--- src/common/crf_pkg.sv ---
/*
 Package for the RAM fault event flag block: register offsets, flag bit
 positions, reset values and the carrier structs shared by the design files.
 Assumes a 32-bit APB register bus and one 50 MHz clock.
*/
package crf_pkg;

	// ----------------------------------------------------------------
	// Register offsets (byte addresses)
	// ----------------------------------------------------------------
	localparam logic [11:0] CRF_EVENT_FLAGS_OFFSET = 12'h050;
	localparam logic [11:0] CRF_CORE_CONTROL_OFFSET = 12'h018;
	localparam logic [11:0] CRF_HANDLER_STATUS_OFFSET = 12'h054;

	// ----------------------------------------------------------------
	// Flag bit positions in the event flag register
	// ----------------------------------------------------------------
	localparam int CRF_BIT_ERROR_FIXED_POS = 20;
	localparam int CRF_BUFFER_STORED_POS = 19;
	localparam int CRF_TIME_LIMIT_POS = 18;
	localparam int CRF_ACCESS_FAILURE_POS = 17;
	localparam int CRF_TIMESTAMP_WRAP_POS = 16;
	localparam int CRF_FLAG_LOW_POS = 16;
	localparam int CRF_FLAG_COUNT = 5;

	// Restricted operation bit in the core control register
	localparam int CRF_RESTRICTED_POS = 2;

	// ----------------------------------------------------------------
	// Reset values
	// ----------------------------------------------------------------
	localparam logic [4:0] CRF_FLAGS_RESET = 5'h00;
	localparam logic [31:0] CRF_CORE_CONTROL_RESET = 32'h00000000;
	localparam logic [31:0] CRF_READ_ZERO = 32'h00000000;

	// ----------------------------------------------------------------
	// Carriers
	// ----------------------------------------------------------------
	typedef struct packed {
		logic [11:0] paddr;
		logic psel;
		logic penable;
		logic pwrite;
		logic [31:0] pwdata;
	} crf_apb_req_type;

	typedef struct packed {
		logic [31:0] prdata;
		logic pready;
		logic pslverr;
	} crf_apb_rsp_type;

	// One-cycle pulses from the receive and transmit handlers
	typedef struct packed {
		logic [1:0] ramError;
		logic ramRead;
		logic bufferStore;
		logic timeLimitHit;
		logic nextArbDone;
		logic storeWriteFail;
		logic txFetchLate;
		logic timestampWrap;
	} crf_event_in_type;

	// Receive storage job as seen by the flag block
	typedef struct packed {
		logic start;
		logic finish;
		logic toFifo;
	} crf_rx_job_type;

	typedef enum logic [2:0] {
		CRF_RX_IDLE = 3'b001,
		CRF_RX_BUSY = 3'b010,
		CRF_RX_ABORT = 3'b100
	} crf_rx_state_type;

endpackage

--- src/verilog/crf_sticky_flags.sv ---
/*
 Sticky flag bank: each bit set by its event pulse, cleared by writing 1.
 Assumes set and clear pulses come from logic on the same clock.
*/
`timescale 1ns/1ps
module crf_sticky_flags
	import crf_pkg::*;
#(
	parameter int WIDTH = CRF_FLAG_COUNT
) (
	// Clock and reset
	input wire logic clk,
	input wire logic reset,
	// Events and clears
	input wire logic [WIDTH-1:0] setPulse,
	input wire logic [WIDTH-1:0] clearPulse,
	// Flag state
	output logic [WIDTH-1:0] flags
);

	// Refuse a bank with no flags at elaboration
	if (WIDTH < 1) begin : gBadWidth
		$error("crf_sticky_flags: WIDTH must be at least 1");
	end

	// ----------------------------------------------------------------
	// One sticky bit per flag; a set in the clear cycle wins
	// ----------------------------------------------------------------
	for (genvar i = 0; i < WIDTH; i++) begin : gFlag
		always_ff @(posedge clk) begin
			if (reset) begin
				flags[i] <= 1'b0;
			end else if (setPulse[i]) begin
				flags[i] <= 1'b1;
			end else if (clearPulse[i]) begin
				flags[i] <= 1'b0;
			end
		end
	end

endmodule

--- src/verilog/crf_apb_slave.sv ---
/*
 APB slave front end: decodes one transfer per access phase, answers with
 zero wait states, flags unmapped addresses with pslverr.
 Assumes the master keeps request signals steady through the access phase.
*/
`timescale 1ns/1ps
module crf_apb_slave
	import crf_pkg::*;
(
	// Bus
	input wire crf_apb_req_type apbReq,
	output crf_apb_rsp_type apbRsp,
	// Register side
	input wire logic [31:0] readData,
	input wire logic addrHit,
	output logic writeStrobe,
	output logic [11:0] regAddr,
	output logic [31:0] regWdata
);

	// Access phase handshake, no wait states
	assign writeStrobe = apbReq.psel & apbReq.penable & apbReq.pwrite & addrHit;
	assign regAddr = apbReq.paddr;
	assign regWdata = apbReq.pwdata;
	assign apbRsp.pready = 1'b1;
	assign apbRsp.pslverr = apbReq.psel & apbReq.penable & ~addrHit;
	assign apbRsp.prdata = (apbReq.psel & ~apbReq.pwrite & addrHit) ? readData : CRF_READ_ZERO;

endmodule

--- src/verilog/crf_event_flags.sv ---
/*
 RAM fault event flags of the CAN FD controller: corrected bit error,
 dedicated buffer stored, timeout, RAM access failure, timestamp wrap.
 Also holds the receive storage abort tracking and restricted operation.
 Assumes handler event inputs are one-cycle pulses on clk.
*/
// Function
// - Set corrected bit error flag, bit 20, on checker error bit zero during read.
// - Bit 20 one means corrected RAM error seen, zero means none.
// - Set buffer stored flag, bit 19, on each dedicated buffer store.
// - Set timeout flag, bit 18, on timeout; zero otherwise.
// - Set access failure flag, bit 17, when filtering overruns next arbitration field.
// - On overrun, abandon unfinished filtering or storage, start next message.
// - Set access failure flag and abort storage when RAM write fails.
// - Aborted storage leaves put index and new data indication untouched.
// - Partial message gets overwritten by next store to same location.
// - Set access failure flag when transmit fetch comes too late.
// - Abort transmission of a message fetched too late.
// - Transmit access failure forces restricted operation until bit cleared.
// - Set timestamp wrap flag, bit 16, on counter wrap; zero otherwise.
`timescale 1ns/1ps
module crf_event_flags
	import crf_pkg::*;
#(
	parameter int PUT_INDEX_WIDTH = 6
) (
	// Clock and reset
	input wire logic clk,
	input wire logic reset,
	// APB
	input wire crf_apb_req_type apbReq,
	output crf_apb_rsp_type apbRsp,
	// Handler events
	input wire crf_event_in_type events,
	input wire crf_rx_job_type rxJob,
	// Receive storage results
	output logic rxStoreAbort,
	output logic putIndexAdvance,
	output logic newDataSet,
	output logic [PUT_INDEX_WIDTH-1:0] putIndex,
	// Transmit and mode
	output logic txAbort,
	output logic restrictedOperation
);

	// Refuse put index widths that the status word cannot hold
	if (PUT_INDEX_WIDTH < 1 || PUT_INDEX_WIDTH > 16) begin : gBadIndexWidth
		$error("crf_event_flags: PUT_INDEX_WIDTH out of range");
	end

	// ----------------------------------------------------------------
	// Declarations
	// ----------------------------------------------------------------
	crf_rx_state_type rxState;
	crf_rx_state_type next_rxState;
	logic [CRF_FLAG_COUNT-1:0] flags;
	logic [CRF_FLAG_COUNT-1:0] setPulse;
	logic [CRF_FLAG_COUNT-1:0] clearPulse;
	logic [31:0] coreControl;
	logic [31:0] readData;
	logic [31:0] flagWord;
	logic [31:0] statusWord;
	logic addrHit;
	logic writeStrobe;
	logic [11:0] regAddr;
	logic [31:0] regWdata;
	logic rxOverrun;
	logic rxFail;
	logic rxGoodFinish;
	logic accessFailure;
	logic bitErrorFixed;

	// ----------------------------------------------------------------
	// Bus slave
	// ----------------------------------------------------------------
	crf_apb_slave uApb (
		.apbReq(apbReq),
		.apbRsp(apbRsp),
		.readData(readData),
		.addrHit(addrHit),
		.writeStrobe(writeStrobe),
		.regAddr(regAddr),
		.regWdata(regWdata)
	);

	// Address decode
	assign addrHit = (apbReq.paddr == CRF_EVENT_FLAGS_OFFSET)
		| (apbReq.paddr == CRF_CORE_CONTROL_OFFSET)
		| (apbReq.paddr == CRF_HANDLER_STATUS_OFFSET);

	// Read data mux; in the flag word, bits outside the flag field read zero
	always_comb begin
		flagWord = CRF_READ_ZERO;
		flagWord[CRF_FLAG_LOW_POS +: CRF_FLAG_COUNT] = flags;
		statusWord = CRF_READ_ZERO;
		statusWord[2:0] = rxState;
		statusWord[16 +: PUT_INDEX_WIDTH] = putIndex;
		case (regAddr)
			CRF_EVENT_FLAGS_OFFSET: begin
				readData = flagWord;
			end
			CRF_CORE_CONTROL_OFFSET: begin
				readData = coreControl;
			end
			CRF_HANDLER_STATUS_OFFSET: begin
				readData = statusWord;
			end
			default: begin
				readData = CRF_READ_ZERO;
			end
		endcase
	end

	// ----------------------------------------------------------------
	// Receive storage tracking
	// ----------------------------------------------------------------
	// Overrun: next arbitration field done while job still open
	assign rxOverrun = (rxState == CRF_RX_BUSY) & events.nextArbDone & ~rxJob.finish;
	assign rxFail = (rxState == CRF_RX_BUSY) & events.storeWriteFail;
	assign rxGoodFinish = (rxState == CRF_RX_BUSY) & rxJob.finish & ~events.storeWriteFail;

	// State update
	always_ff @(posedge clk) begin
		if (reset) begin
			rxState <= CRF_RX_IDLE;
		end else begin
			rxState <= next_rxState;
		end
	end

	// Next state: an overrun drops the job and takes the new message at once
	always_comb begin
		next_rxState = rxState;
		case (rxState)
			CRF_RX_IDLE: begin
				if (rxJob.start) begin
					next_rxState = CRF_RX_BUSY;
				end
			end
			CRF_RX_BUSY: begin
				if (rxFail) begin
					next_rxState = CRF_RX_ABORT;
				end else if (rxOverrun) begin
					next_rxState = CRF_RX_BUSY;
				end else if (rxJob.finish) begin
					next_rxState = CRF_RX_IDLE;
				end
			end
			CRF_RX_ABORT: begin
				next_rxState = rxJob.start ? CRF_RX_BUSY : CRF_RX_IDLE;
			end
			default: begin
				next_rxState = CRF_RX_IDLE;
			end
		endcase
	end

	// Abort pulse to the receive handler; the slot stays for reuse
	assign rxStoreAbort = rxOverrun | rxFail;

	// Only a completed store advances the index or sets new data
	assign putIndexAdvance = rxGoodFinish & ~rxOverrun & rxJob.toFifo;
	assign newDataSet = rxGoodFinish & ~rxOverrun & ~rxJob.toFifo;

	// FIFO put index, untouched by aborted stores
	always_ff @(posedge clk) begin
		if (reset) begin
			putIndex <= '0;
		end else if (putIndexAdvance) begin
			putIndex <= putIndex + 1'b1;
		end
	end

	// ----------------------------------------------------------------
	// Transmit failure and restricted operation
	// ----------------------------------------------------------------
	assign txAbort = events.txFetchLate;

	// Core control: host writes; late fetch forces restricted bit, set wins
	always_ff @(posedge clk) begin
		if (reset) begin
			coreControl <= CRF_CORE_CONTROL_RESET;
		end else begin
			if (writeStrobe && regAddr == CRF_CORE_CONTROL_OFFSET) begin
				coreControl <= regWdata;
			end
			if (events.txFetchLate) begin
				coreControl[CRF_RESTRICTED_POS] <= 1'b1;
			end
		end
	end

	assign restrictedOperation = coreControl[CRF_RESTRICTED_POS];

	// ----------------------------------------------------------------
	// Flag events
	// ----------------------------------------------------------------
	// Only a corrected error seen during a read counts; the uncorrected bit is not ours
	assign bitErrorFixed = events.ramRead & events.ramError[0];
	assign accessFailure = rxOverrun | rxFail | events.txFetchLate;

	always_comb begin
		setPulse = '0;
		setPulse[CRF_BIT_ERROR_FIXED_POS - CRF_FLAG_LOW_POS] = bitErrorFixed;
		setPulse[CRF_BUFFER_STORED_POS - CRF_FLAG_LOW_POS] = events.bufferStore;
		setPulse[CRF_TIME_LIMIT_POS - CRF_FLAG_LOW_POS] = events.timeLimitHit;
		setPulse[CRF_ACCESS_FAILURE_POS - CRF_FLAG_LOW_POS] = accessFailure;
		setPulse[CRF_TIMESTAMP_WRAP_POS - CRF_FLAG_LOW_POS] = events.timestampWrap;
	end

	// Write one to clear
	always_comb begin
		clearPulse = '0;
		if (writeStrobe && regAddr == CRF_EVENT_FLAGS_OFFSET) begin
			clearPulse = regWdata[CRF_FLAG_LOW_POS +: CRF_FLAG_COUNT];
		end
	end

	crf_sticky_flags #(
		.WIDTH(CRF_FLAG_COUNT)
	) uFlags (
		.clk(clk),
		.reset(reset),
		.setPulse(setPulse),
		.clearPulse(clearPulse),
		.flags(flags)
	);

	// ----------------------------------------------------------------
	// Assertions
	// ----------------------------------------------------------------
	bit_error_set_a: assert property (@(posedge clk) disable iff (reset)
		bitErrorFixed |=> flags[CRF_BIT_ERROR_FIXED_POS - CRF_FLAG_LOW_POS])
		else $error("corrected bit error flag not set");
	bit_error_cause_a: assert property (@(posedge clk) disable iff (reset)
		$rose(flags[4]) |-> $past(events.ramRead & events.ramError[0]))
		else $error("bit error flag rose without a corrected error");
	buffer_stored_a: assert property (@(posedge clk) disable iff (reset)
		events.bufferStore |=> flags[3])
		else $error("buffer stored flag not set");
	timeout_flag_a: assert property (@(posedge clk) disable iff (reset)
		$rose(flags[2]) |-> $past(events.timeLimitHit))
		else $error("timeout flag rose without timeout");
	overrun_fail_a: assert property (@(posedge clk) disable iff (reset)
		rxOverrun |-> rxStoreAbort ##1 flags[1])
		else $error("overrun did not abort and flag");
	overrun_restart_a: assert property (@(posedge clk) disable iff (reset)
		rxOverrun && !rxFail |=> rxState == CRF_RX_BUSY)
		else $error("overrun did not start next message");
	write_fail_a: assert property (@(posedge clk) disable iff (reset)
		rxFail |=> rxState == CRF_RX_ABORT && flags[1])
		else $error("write failure not handled");
	abort_no_index_a: assert property (@(posedge clk) disable iff (reset)
		rxStoreAbort |-> !putIndexAdvance && !newDataSet ##1 putIndex == $past(putIndex))
		else $error("aborted store moved index or set new data");
	tx_late_a: assert property (@(posedge clk) disable iff (reset)
		events.txFetchLate |-> txAbort ##1 flags[1])
		else $error("late fetch not flagged");
	restricted_hold_a: assert property (@(posedge clk) disable iff (reset)
		restrictedOperation && !(writeStrobe && regAddr == CRF_CORE_CONTROL_OFFSET)
		|=> restrictedOperation)
		else $error("restricted operation left without host write");
	wrap_flag_a: assert property (@(posedge clk) disable iff (reset)
		events.timestampWrap |=> flags[0])
		else $error("timestamp wrap flag not set");
	sticky_hold_a: assert property (@(posedge clk) disable iff (reset)
		flags[0] && !clearPulse[0] |=> flags[0])
		else $error("wrap flag dropped without a clear");

	// Set, cause, leave and abort return checks
	timeout_set_a: assert property (@(posedge clk) disable iff (reset)
		events.timeLimitHit |=> flags[2])
		else $error("timeout flag not set");
	buffer_cause_a: assert property (@(posedge clk) disable iff (reset)
		$rose(flags[3]) |-> $past(events.bufferStore))
		else $error("buffer stored flag rose without a store");
	failure_cause_a: assert property (@(posedge clk) disable iff (reset)
		$rose(flags[1]) |-> $past(rxOverrun || rxFail || events.txFetchLate))
		else $error("access failure flag rose without a failure");
	wrap_cause_a: assert property (@(posedge clk) disable iff (reset)
		$rose(flags[0]) |-> $past(events.timestampWrap))
		else $error("wrap flag rose without a wrap");
	restricted_set_a: assert property (@(posedge clk) disable iff (reset)
		events.txFetchLate |=> restrictedOperation)
		else $error("late fetch did not force restricted operation");
	restricted_leave_a: assert property (@(posedge clk) disable iff (reset)
		writeStrobe && regAddr == CRF_CORE_CONTROL_OFFSET && !regWdata[CRF_RESTRICTED_POS]
		&& !events.txFetchLate |=> !restrictedOperation)
		else $error("restricted operation kept after host clear");
	abort_one_cycle_a: assert property (@(posedge clk) disable iff (reset)
		rxState == CRF_RX_ABORT && !rxJob.start |=> rxState == CRF_RX_IDLE)
		else $error("abort state did not return to idle");

	// Main scenarios
	cov_overrun: cover property (@(posedge clk) disable iff (reset) rxOverrun);
	cov_write_fail: cover property (@(posedge clk) disable iff (reset) rxFail);
	cov_restricted: cover property (@(posedge clk) disable iff (reset)
		events.txFetchLate ##[1:20] !restrictedOperation);
	cov_clear: cover property (@(posedge clk) disable iff (reset) |clearPulse);
	cov_good_store: cover property (@(posedge clk) disable iff (reset) putIndexAdvance);

endmodule

--- config.mk ---
export PLATFORM = sky130hd
export DESIGN_NAME = crf_event_flags
export DESIGN_NICKNAME = d
export VERILOG_FILES = /design/src/common/crf_pkg.sv /design/src/verilog/crf_sticky_flags.sv /design/src/verilog/crf_apb_slave.sv /design/src/verilog/crf_event_flags.sv
export SDC_FILE = /design/constraint.sdc
export NUM_CORES = 1
export LEC_CHECK = 0
export ABC_AREA = 1
export BUFFER_PORTS_ARGS = -buffer_cell sky130_fd_sc_hd__buf_2
export CAP_MARGIN = 20
export CORE_MARGIN = 1.5
export CORE_UTILIZATION = 25
export CTS_CLUSTER_DIAMETER = 60
export DETAILED_ROUTE_END_ITERATION = 10
export GPL_TIMING_DRIVEN = 0
export PLACE_DENSITY_LB_ADDON = 0.25
export SLEW_MARGIN = 5
export SYNTH_ARGS = -nofsm -noshare
export SYNTH_HDL_FRONTEND = slang
export SYNTH_SLANG_ARGS = --single-unit
--- constraint.sdc ---
create_clock -name clk -period 2.7 [get_ports clk]
set_input_delay 0.54 -clock clk [delete_from_list [all_inputs] [get_ports clk]]
set_output_delay 0.54 -clock clk [all_outputs]
set_load 0.01 [all_outputs]
# Yosys cells after proc, flatten, opt, wreduce, memory -nomap -nowiden
# Cells that the tools add are included.
[classes] n_addsub=1 n_eq_ne=8 n_mux=21 bitwise_logic=25 n_reduce_logical=9
[ops] cell="32-bit case mux with 3 select lines" count=1
[ops] cell="32-bit 2-to-1 mux" count=1
[ops] cell="12-bit by 7-bit == test with 1-bit output, second input constant" count=2
[ops] cell="1-bit bitwise AND" count=15
[ops] cell="3-bit 2-to-1 mux" count=5
[ops] cell="12-bit by 5-bit == test with 1-bit output, second input constant" count=1
[ops] cell="2-bit nonzero test" count=6
[ops] cell="1-bit 2-to-1 mux" count=11
[ops] cell="3-bit case mux with 3 select lines" count=1
[ops] cell="6-bit by 1-bit adder with 6-bit output, second input constant" count=1
[ops] cell="1-bit inverter" count=6
[ops] cell="5-bit 2-to-1 mux" count=1
[ops] cell="4-bit != test, second input constant" count=1
[ops] cell="1-bit OR" count=4
[ops] cell="3-bit by 1-bit == test with 1-bit output, second input constant" count=1
[ops] cell="3-bit by 2-bit == test with 1-bit output, second input constant" count=1
[ops] cell="3-bit == test, second input constant" count=1
[ops] cell="1-bit logical AND" count=2
[ops] cell="2-bit 2-to-1 mux" count=1
[ops] cell="2-bit != test, second input constant" count=1
[ops] cell="2-bit AND reduction" count=1
[totals] register_bits=46 inputBits=61 output_inout_bits=45 wordCells=73

# Logic depth before layout (Yosys ltp)
# Gate-level depths: netlist (run 1).
[logic_depth] ltp_word=8 mapped_depth=10 mapped_depth_nobuf=10

# Hierarchy
# Synthesis (run 1) repeated with hierarchy kept, for this count alone.
[hier_totals] cells_unflattened=525 hier_area_um2=3261.9
[by_module_without_submodules] module="crf_event_flags" instances=1 cells_per_inst=381 area_per_inst_um2=2352.3 seq_area_each_um2=820.8
[by_module_without_submodules] module="crf_apb_slave" instances=1 cells_per_inst=119 area_per_inst_um2=728.2 seq_area_each_um2=0.0
[by_module_without_submodules] module="crf_sticky_flags" instances=1 cells_per_inst=25 area_per_inst_um2=181.4 seq_area_each_um2=100.1

# Least setup slack after synthesis (run 1)
# No wires, ideal clock.
[synth_path] path_kind="input-to-output" from="input apbReq[36] (netlist name)" to="output apbRsp[4] (netlist name)" arrival_time_ps=1527 required_ps=2160 setup_slack_ps=633 stages=8 path_buffers=1 path_cell_list="nor2_2 > nand2_2 > nor2_1 > nand2_2 > nand3_2 > nand3_4 > buf_6 > nor2_1"
[synth_lines] element="start, declared" line="crf_event_flags.sv:31" rtl="input wire crf_apb_req_type apbReq,"
[synth_lines] element="end, declared" line="crf_event_flags.sv:32" rtl="output crf_apb_rsp_type apbRsp,"

==> metrics.yaml, run 1 <==
job:
  max_cap_viol_count: 0
route:
  drtPass1Iterations: 4
  antenna_left: 0
  vias: 2641
  wl_per_cell_um: 11.7
  drc: 0
  viasPerCell: 4.27
  drt-total-wl_um: 7270
  drt_iter0_markers: 90
yosys:
  synth_most_common_cell: "nor2_1"
  yosys.area.top_type: "dfxtp_1"
  yosysTopAreaCellShare: 0.372
  syn-num-nets: 438
  synthTopCellsByCount: "nor2_1, nand2_1, dfxtp_1, o21ai_0, inv_1"
  avgSynthCellArea_um2: 6.59
  yosys_register_bits: 46
  synthFlopType: "dfxtp_1"
  synth_edf_count: 0
  ys_warn_count: 0
  synthTopCellsByArea: "dfxtp_1, nor2_1, nand2_1, o21ai_0, nor2_2"
  synth.distinct_cells: 28
  syn_inst: 376
  synthArstFlopShare: 0
  netlist_area_um2: 2480
  ys_seq_area_frac: 0.372
pwr:
  p_leak_nw: 1.55
  p_per_area_nw_per_um2: 417
  max-vdd-ir-drop_mv: 0.205
  finalPower_mw: 1.36
cells_and_area:
  utilization: 0.337
  area_delta_synth_final_pct: 31.6
  finalNonFillerCells: 619
  nNetsFinal: 547
  drive_above_1_share: 0.325
  antenna_cells: 0
clocking:
  cts_buffer_depth: 2
  ctsResizeCount: 0
  clk_pin_slew_ns: 0.09
  cts_tree: "done"
  cts_sinks: 46
  ctsRootBufferMaster: "clkbuf_8"
  worstSkewPairLatency_ns: 0.30
  cts_buffers: 5
  holdBufCountCts: 0
  htreeDepth: 2
  post_cts_buffers: 0
worst_setup_path:
  cp_top_family: "buffers and inverters"
  r2r_end: "putIndex[3]"
  timing.critical_path.mode_cell: "buf_2"
  cpPeakStageDelay_ns: 0.25
  crit_chain: "buf_2 > nor2_2 > inv_1 > nor2_4 > nand2_4 > inv_2 > buf_2 > nand2_1 > nor2_1 > buf_2"
  cp.required_ns: 2.16
  start_kind: "input pin"
  r2r_cells: 8
  critPathMaxFanout: 10
  critPathCaptureType: "output port"
  r2r_start: "rxState[0]"
  critPathKind: "in2out"
  r2r_setup_slack_ns: 1.22
  path_buf_inv: 5
  critical_path_arrival_ns: 1.92
  cp_slowest_cell: "buf_2"
hold_path:
  holdCritStartpoint: "apbReq[6]"
  worstHoldPathCells: 3
  hp-class: "in2reg"
  hold_end: "coreControl[6]"
grt:
  antenna_found_initial: 0
  grt_max_degree: 14
  grt_pass1_vias: 2439
  grt_use_total: 0.139
  grt_pass1_wl_um: 11500
  overflow: 0
placed_design:
  io_buffers: 102
  hpwl_um: 5650
  place_congestion: 0.780
  placed_cells_incl_taps: 611
status:
  outcome: "completed"
sta:
  finalSetupTns_ns: 0
  fin_skew_ns: 0.0107
  period_share: 0.912
  maxSlewHeadroom: 0.646
  rsz0062_at_grt: "false"
  post-route-min-period_ns: 2.46
  hold_viol_final: 0
  tightestPinTransition_ns: 0.531
  finalSetupViolations: 0
  max_freq_mhz: 406
  slew_viol_final: 0
die:
  die_area_um2: 10500
  ioPinCount: 106
  die_h_um: 103
  rows: 36
  initial_core_util: 0.256
  die_w_um: 103
  core-area_um2: 9680
[how the worst max path moves through the flow]
stage | slack [ns] | to | depth (start not counted) | start
floorplan | 0.63 | apbRsp[4] | 8 | apbReq[36]
global placement | 0.20 | apbRsp[24] | 10 | apbReq[36]
detailed placement | 0.20 | apbRsp[24] | 10 | apbReq[36]
CTS | 0.19 | apbRsp[24] | 10 | apbReq[36]
global route | 0.09 | apbRsp[28] | 10 | apbReq[44]
finish | 0.24 | apbRsp[24] | 10 | apbReq[36]
[kinds of logic after synthesis]
kind of cell,Yosys count,synth area share
compound gates,51,0.105
other cells,1,0.00151
buf+inv,50,0.0995
xor+xnor,2,0.00708
simple gates,225,0.410
fa+ha+maj,1,0.00505
flops,46,0.372
[placed cells by master, fill, tap and decap left out, drive strengths merged]
cell,count
o21ai,37
conb,1
bufinv,1
nor3,2
clkinv,1
inv,31
o21a,1
buf,114
xnor2,2
nand2,69
dfxtp,46
a21oi,12
clkbuf,13
nand3,20
o21bai,1
nor4,2
nand4,6
ha,1
nor2,126
[worst register-to-register path, stage by stage (launching register included)]
cell	delay, ns
dfxtp_1	0.35
nor2_1	0.12
nand2_2	0.10
nor2_1	0.17
nand3_1	0.25
inv_2	0.21
nand3_1	0.09
nand2_1	0.07
nor2_1	0.04
[routing by layer]
metal / global-route usage / up-vias / wire (um)
met5: 0 / - / 0
met4: 0.0253 / 0 / 42
met3: 0.0224 / 2 / 318
met2: 0.238 / 71 / 3440
met1: 0.187 / 1176 / 3480
li1: - / 1392 / -
[stage by stage]
step | setup slack, ns | hold WS (ns) | area [um2]
floorplan | 0.633 | 0.440 | 2480
global placement | 0.202 | 0.451 | 3150
detailed placement | 0.196 | 0.455 | 3150
CTS | 0.194 | 0.459 | 3260
global route | 0.0854 | 0.462 | 3260
finish | 0.237 | 0.463 | 3260
[power breakdown]
group	internal, mW	total [mW]	switching, mW
clock	0.278	0.512	0.235
combinational	0.0624	0.140	0.0775
sequential	0.692	0.706	0.0133
[sequential cells by signal, summed over array words and instances (netlist names)]
name,count
rxState,3
uFlags.flags,5
coreControl,32
putIndex,6
[cell type report]
class	instances	area, um2
clock inverter	1	30.0
timing repair buffer	102	510
clock buffer	7	76.3
multi-input combinational	280	1310
inverter	32	121
tap	133	166
sequential	46	921
buffer	18	125
fill	1075	6420
No activity file was read; power rests on OpenSTA's default activity.
==> run 2, diff against run 1 <==
BUFFER_PORTS_ARGS = unset   (was -buffer_cell sky130_fd_sc_hd__buf_2)
DONT_BUFFER_PORTS = 1   (was unset)
==> metrics.yaml, run 2 (synthesized netlist as in run 1, its figures left out) <==
worst_setup_path:
  start_kind: "input pin"  # unchanged
  r2r_start: "rxState[0]"  # unchanged
  crit_chain: "nor2_2 > inv_1 > nor2_4 > nand2_4 > inv_2 > buf_2 > nand2_1 > nor2_1"  # was buf_2 > nor2_2 > inv_1 > nor2_4 > nand2_4 > inv_2 > buf_2 > nand2_1 > nor2_1 > buf_2
  cp_top_family: "simple AND/OR/NAND/NOR gates"  # was buffers and inverters
  r2r_end: "putIndex[3]"  # unchanged
  r2r_cells: 8  # unchanged
  critical_path_arrival_ns: 1.80  # was 1.92 ns
  cp.required_ns: 2.16  # about the same
  critPathKind: "in2out"  # unchanged
  cp_slowest_cell: "buf_2"  # unchanged
  critPathMaxFanout: 10  # unchanged
  crit_path_start: "apbReq[36]"  # unchanged
  cpPeakStageDelay_ns: 0.26  # was 0.25 ns
  r2r_setup_slack_ns: 1.16  # was 1.22 ns
  path_buf_inv: 3  # was 5
  critPathCaptureType: "output port"  # unchanged
sta:
  holdWs_ns: 0.368  # was 0.463 ns
  rsz0062_at_grt: "false"  # unchanged
  max_freq_mhz: 428  # was 406 MHz
  finalSetupViolations: 0  # unchanged
  finalSetupTns_ns: 0  # unchanged
  post-route-min-period_ns: 2.34  # was 2.46 ns
  maxSlewHeadroom: 0.651  # was 0.646
  slew_viol_final: 0  # unchanged
  hold_viol_final: 0  # unchanged
  fin_ws_ns: 0.364  # was 0.237 ns
  period_share: 0.865  # was 0.912
  tightestPinTransition_ns: 0.523  # was 0.531 ns
  fin_skew_ns: 0.00536  # was 0.0107 ns
die:
  rows: 36  # unchanged
  ioPinCount: 106  # unchanged
  die_h_um: 103  # unchanged
  initial_core_util: 0.256  # unchanged
  core-area_um2: 9680  # unchanged
  die_area_um2: 10500  # unchanged
  die_w_um: 103  # unchanged
route:
  vias: 2284  # was 2641
  drtPass1Iterations: 4  # unchanged
  drt-total-wl_um: 7140  # was 7270 um
  viasPerCell: 4.42  # was 4.27
  drc: 0  # unchanged
  drt_iter0_markers: 77  # was 90
  wl_per_cell_um: 13.8  # was 11.7 um
  antenna_left: 0  # unchanged
hold_path:
  hold_end: "coreControl[13]"  # was coreControl[6]
  hp-class: "in2reg"  # unchanged
  holdCritStartpoint: "apbReq[13]"  # was apbReq[6]
  worstHoldPathCells: 2  # was 3
grt:
  gr-usage-met1: 0.182  # was 0.187
  grt_pass1_vias: 2057  # was 2439
  use_met3: 0.0380  # was 0.0224
  grt_use_total: 0.136  # was 0.139
  busiest_layer: "met2"  # unchanged
  overflow: 0  # unchanged
  met2_usage: 0.218  # was 0.238
  grt_pass1_wl_um: 10800  # was 11500 um
  grt_max_degree: 15  # was 14
  antenna_found_initial: 0  # unchanged
cells_and_area:
  finalNonFillerCells: 517  # was 619
  utilization: 0.283  # was 0.337
  nNetsFinal: 445  # was 547
  final_common_cell: "nor2_1"  # was buf_2
  layout_common_cells: "nor2_1, nand2_1, dfxtp_1"  # was buf_2, nor2_1, nand2_1
  largest_reg_flops: 32  # unchanged
  antenna_cells: 0  # unchanged
  area_delta_synth_final_pct: 10.6  # was 31.6%
  reg_top3: "coreControl (32), putIndex (6), uFlags.flags (5)"  # unchanged
  drive_above_1_share: 0.151  # was 0.325
  regMostFlops: "coreControl"  # unchanged
placed_design:
  dp_worst_setup_slack_ns: 0.318  # was 0.196 ns
  hpwl_um: 5520  # was 5650 um
  place_congestion: 0.752  # was 0.780
  io_buffers: 0  # was 102
  placed_cells_incl_taps: 509  # was 611
clocking:
  ctsResizeCount: 0  # unchanged
  worstSkewPairLatency_ns: 0.30  # about the same
  cts_buffer_depth: 2  # unchanged
  holdBufCountCts: 0  # unchanged
  cts_buffers: 5  # unchanged
  cts_tree: "done"  # unchanged
  clk_pin_slew_ns: 0.09  # about the same
  htreeDepth: 2  # unchanged
  cts_sinks: 46  # unchanged
  ctsRootBufferMaster: "clkbuf_8"  # unchanged
  post_cts_buffers: 0  # unchanged
pwr:
  p_leak_nw: 1.07  # was 1.55 nW
  p_per_area_nw_per_um2: 458  # was 417 nW/um2
  max-vdd-ir-drop_mv: 0.252  # was 0.205 mV
job:
  max_cap_viol_count: 0  # unchanged
status:
  outcome: "completed"  # unchanged
==> run 2: cell count changes in the layout (fill, tap and decap cells not counted) <==
cell        delta
buf_2        -102
clkbuf_8       +1
clkinvlp_4     +1
clkbuf_1       -2
clkinv_2       +1
bufinv_16      -1
==> run 2: layout make-up <==
cell class              instances  area (um2)
plain buffers                  18         125
clock buffers                   6        82.6
clock inverters                 2        12.5
fillers                      1113        6950
inverters                      32         121
multi-input cells             280        1310
flip-flops and latches         46         921
well taps                     133         166
==> run 2: power by group <==
| group | switching (mW) | internal (mW) |
|---|---|---|
| Clock | 0.252 | 0.206 |
| Sequential | 0.0148 | 0.693 |
| Combinational | 0.0578 | 0.0307 |
| Total | 0.325 | 0.930 |
==> run 2: per-stage QoR <==
step,cell area (um2),power [mW]
3_5_place_dp,2640,0.813
5_1_grt,2740,1.32
2_1_floorplan,2480,0.791
3_3_place_gp,2640,0.810
6_report,2740,1.25
4_1_cts,2740,1.27
==> run 2: metal layers <==
layer  up-vias  part of all wire
met5         -                 0
met4         0             0.010
met3         6             0.064
met2        66              0.46
met1      1022              0.47
li1       1190                 -
==> run 2: worst max path at each step <==
stage | to | slack (ns) | cells after the start
floorplan | apbRsp[4] | 0.63 | 8
global placement | apbRsp[24] | 0.33 | 8
detailed placement | apbRsp[24] | 0.32 | 8
CTS | apbRsp[24] | 0.32 | 8
global route | apbRsp[30] | 0.20 | 8
finish | apbRsp[24] | 0.36 | 8
==> run 2: worst reg2reg max path, stage by stage (launching register included) <==
cell and delay, ns:
dfxtp_1 0.35, nor2_1 0.12, nand2_2 0.10, nor2_1 0.17
nand3_1 0.25, inv_2 0.24, nand3_1 0.10, nand2_1 0.08
nor2_1 0.04
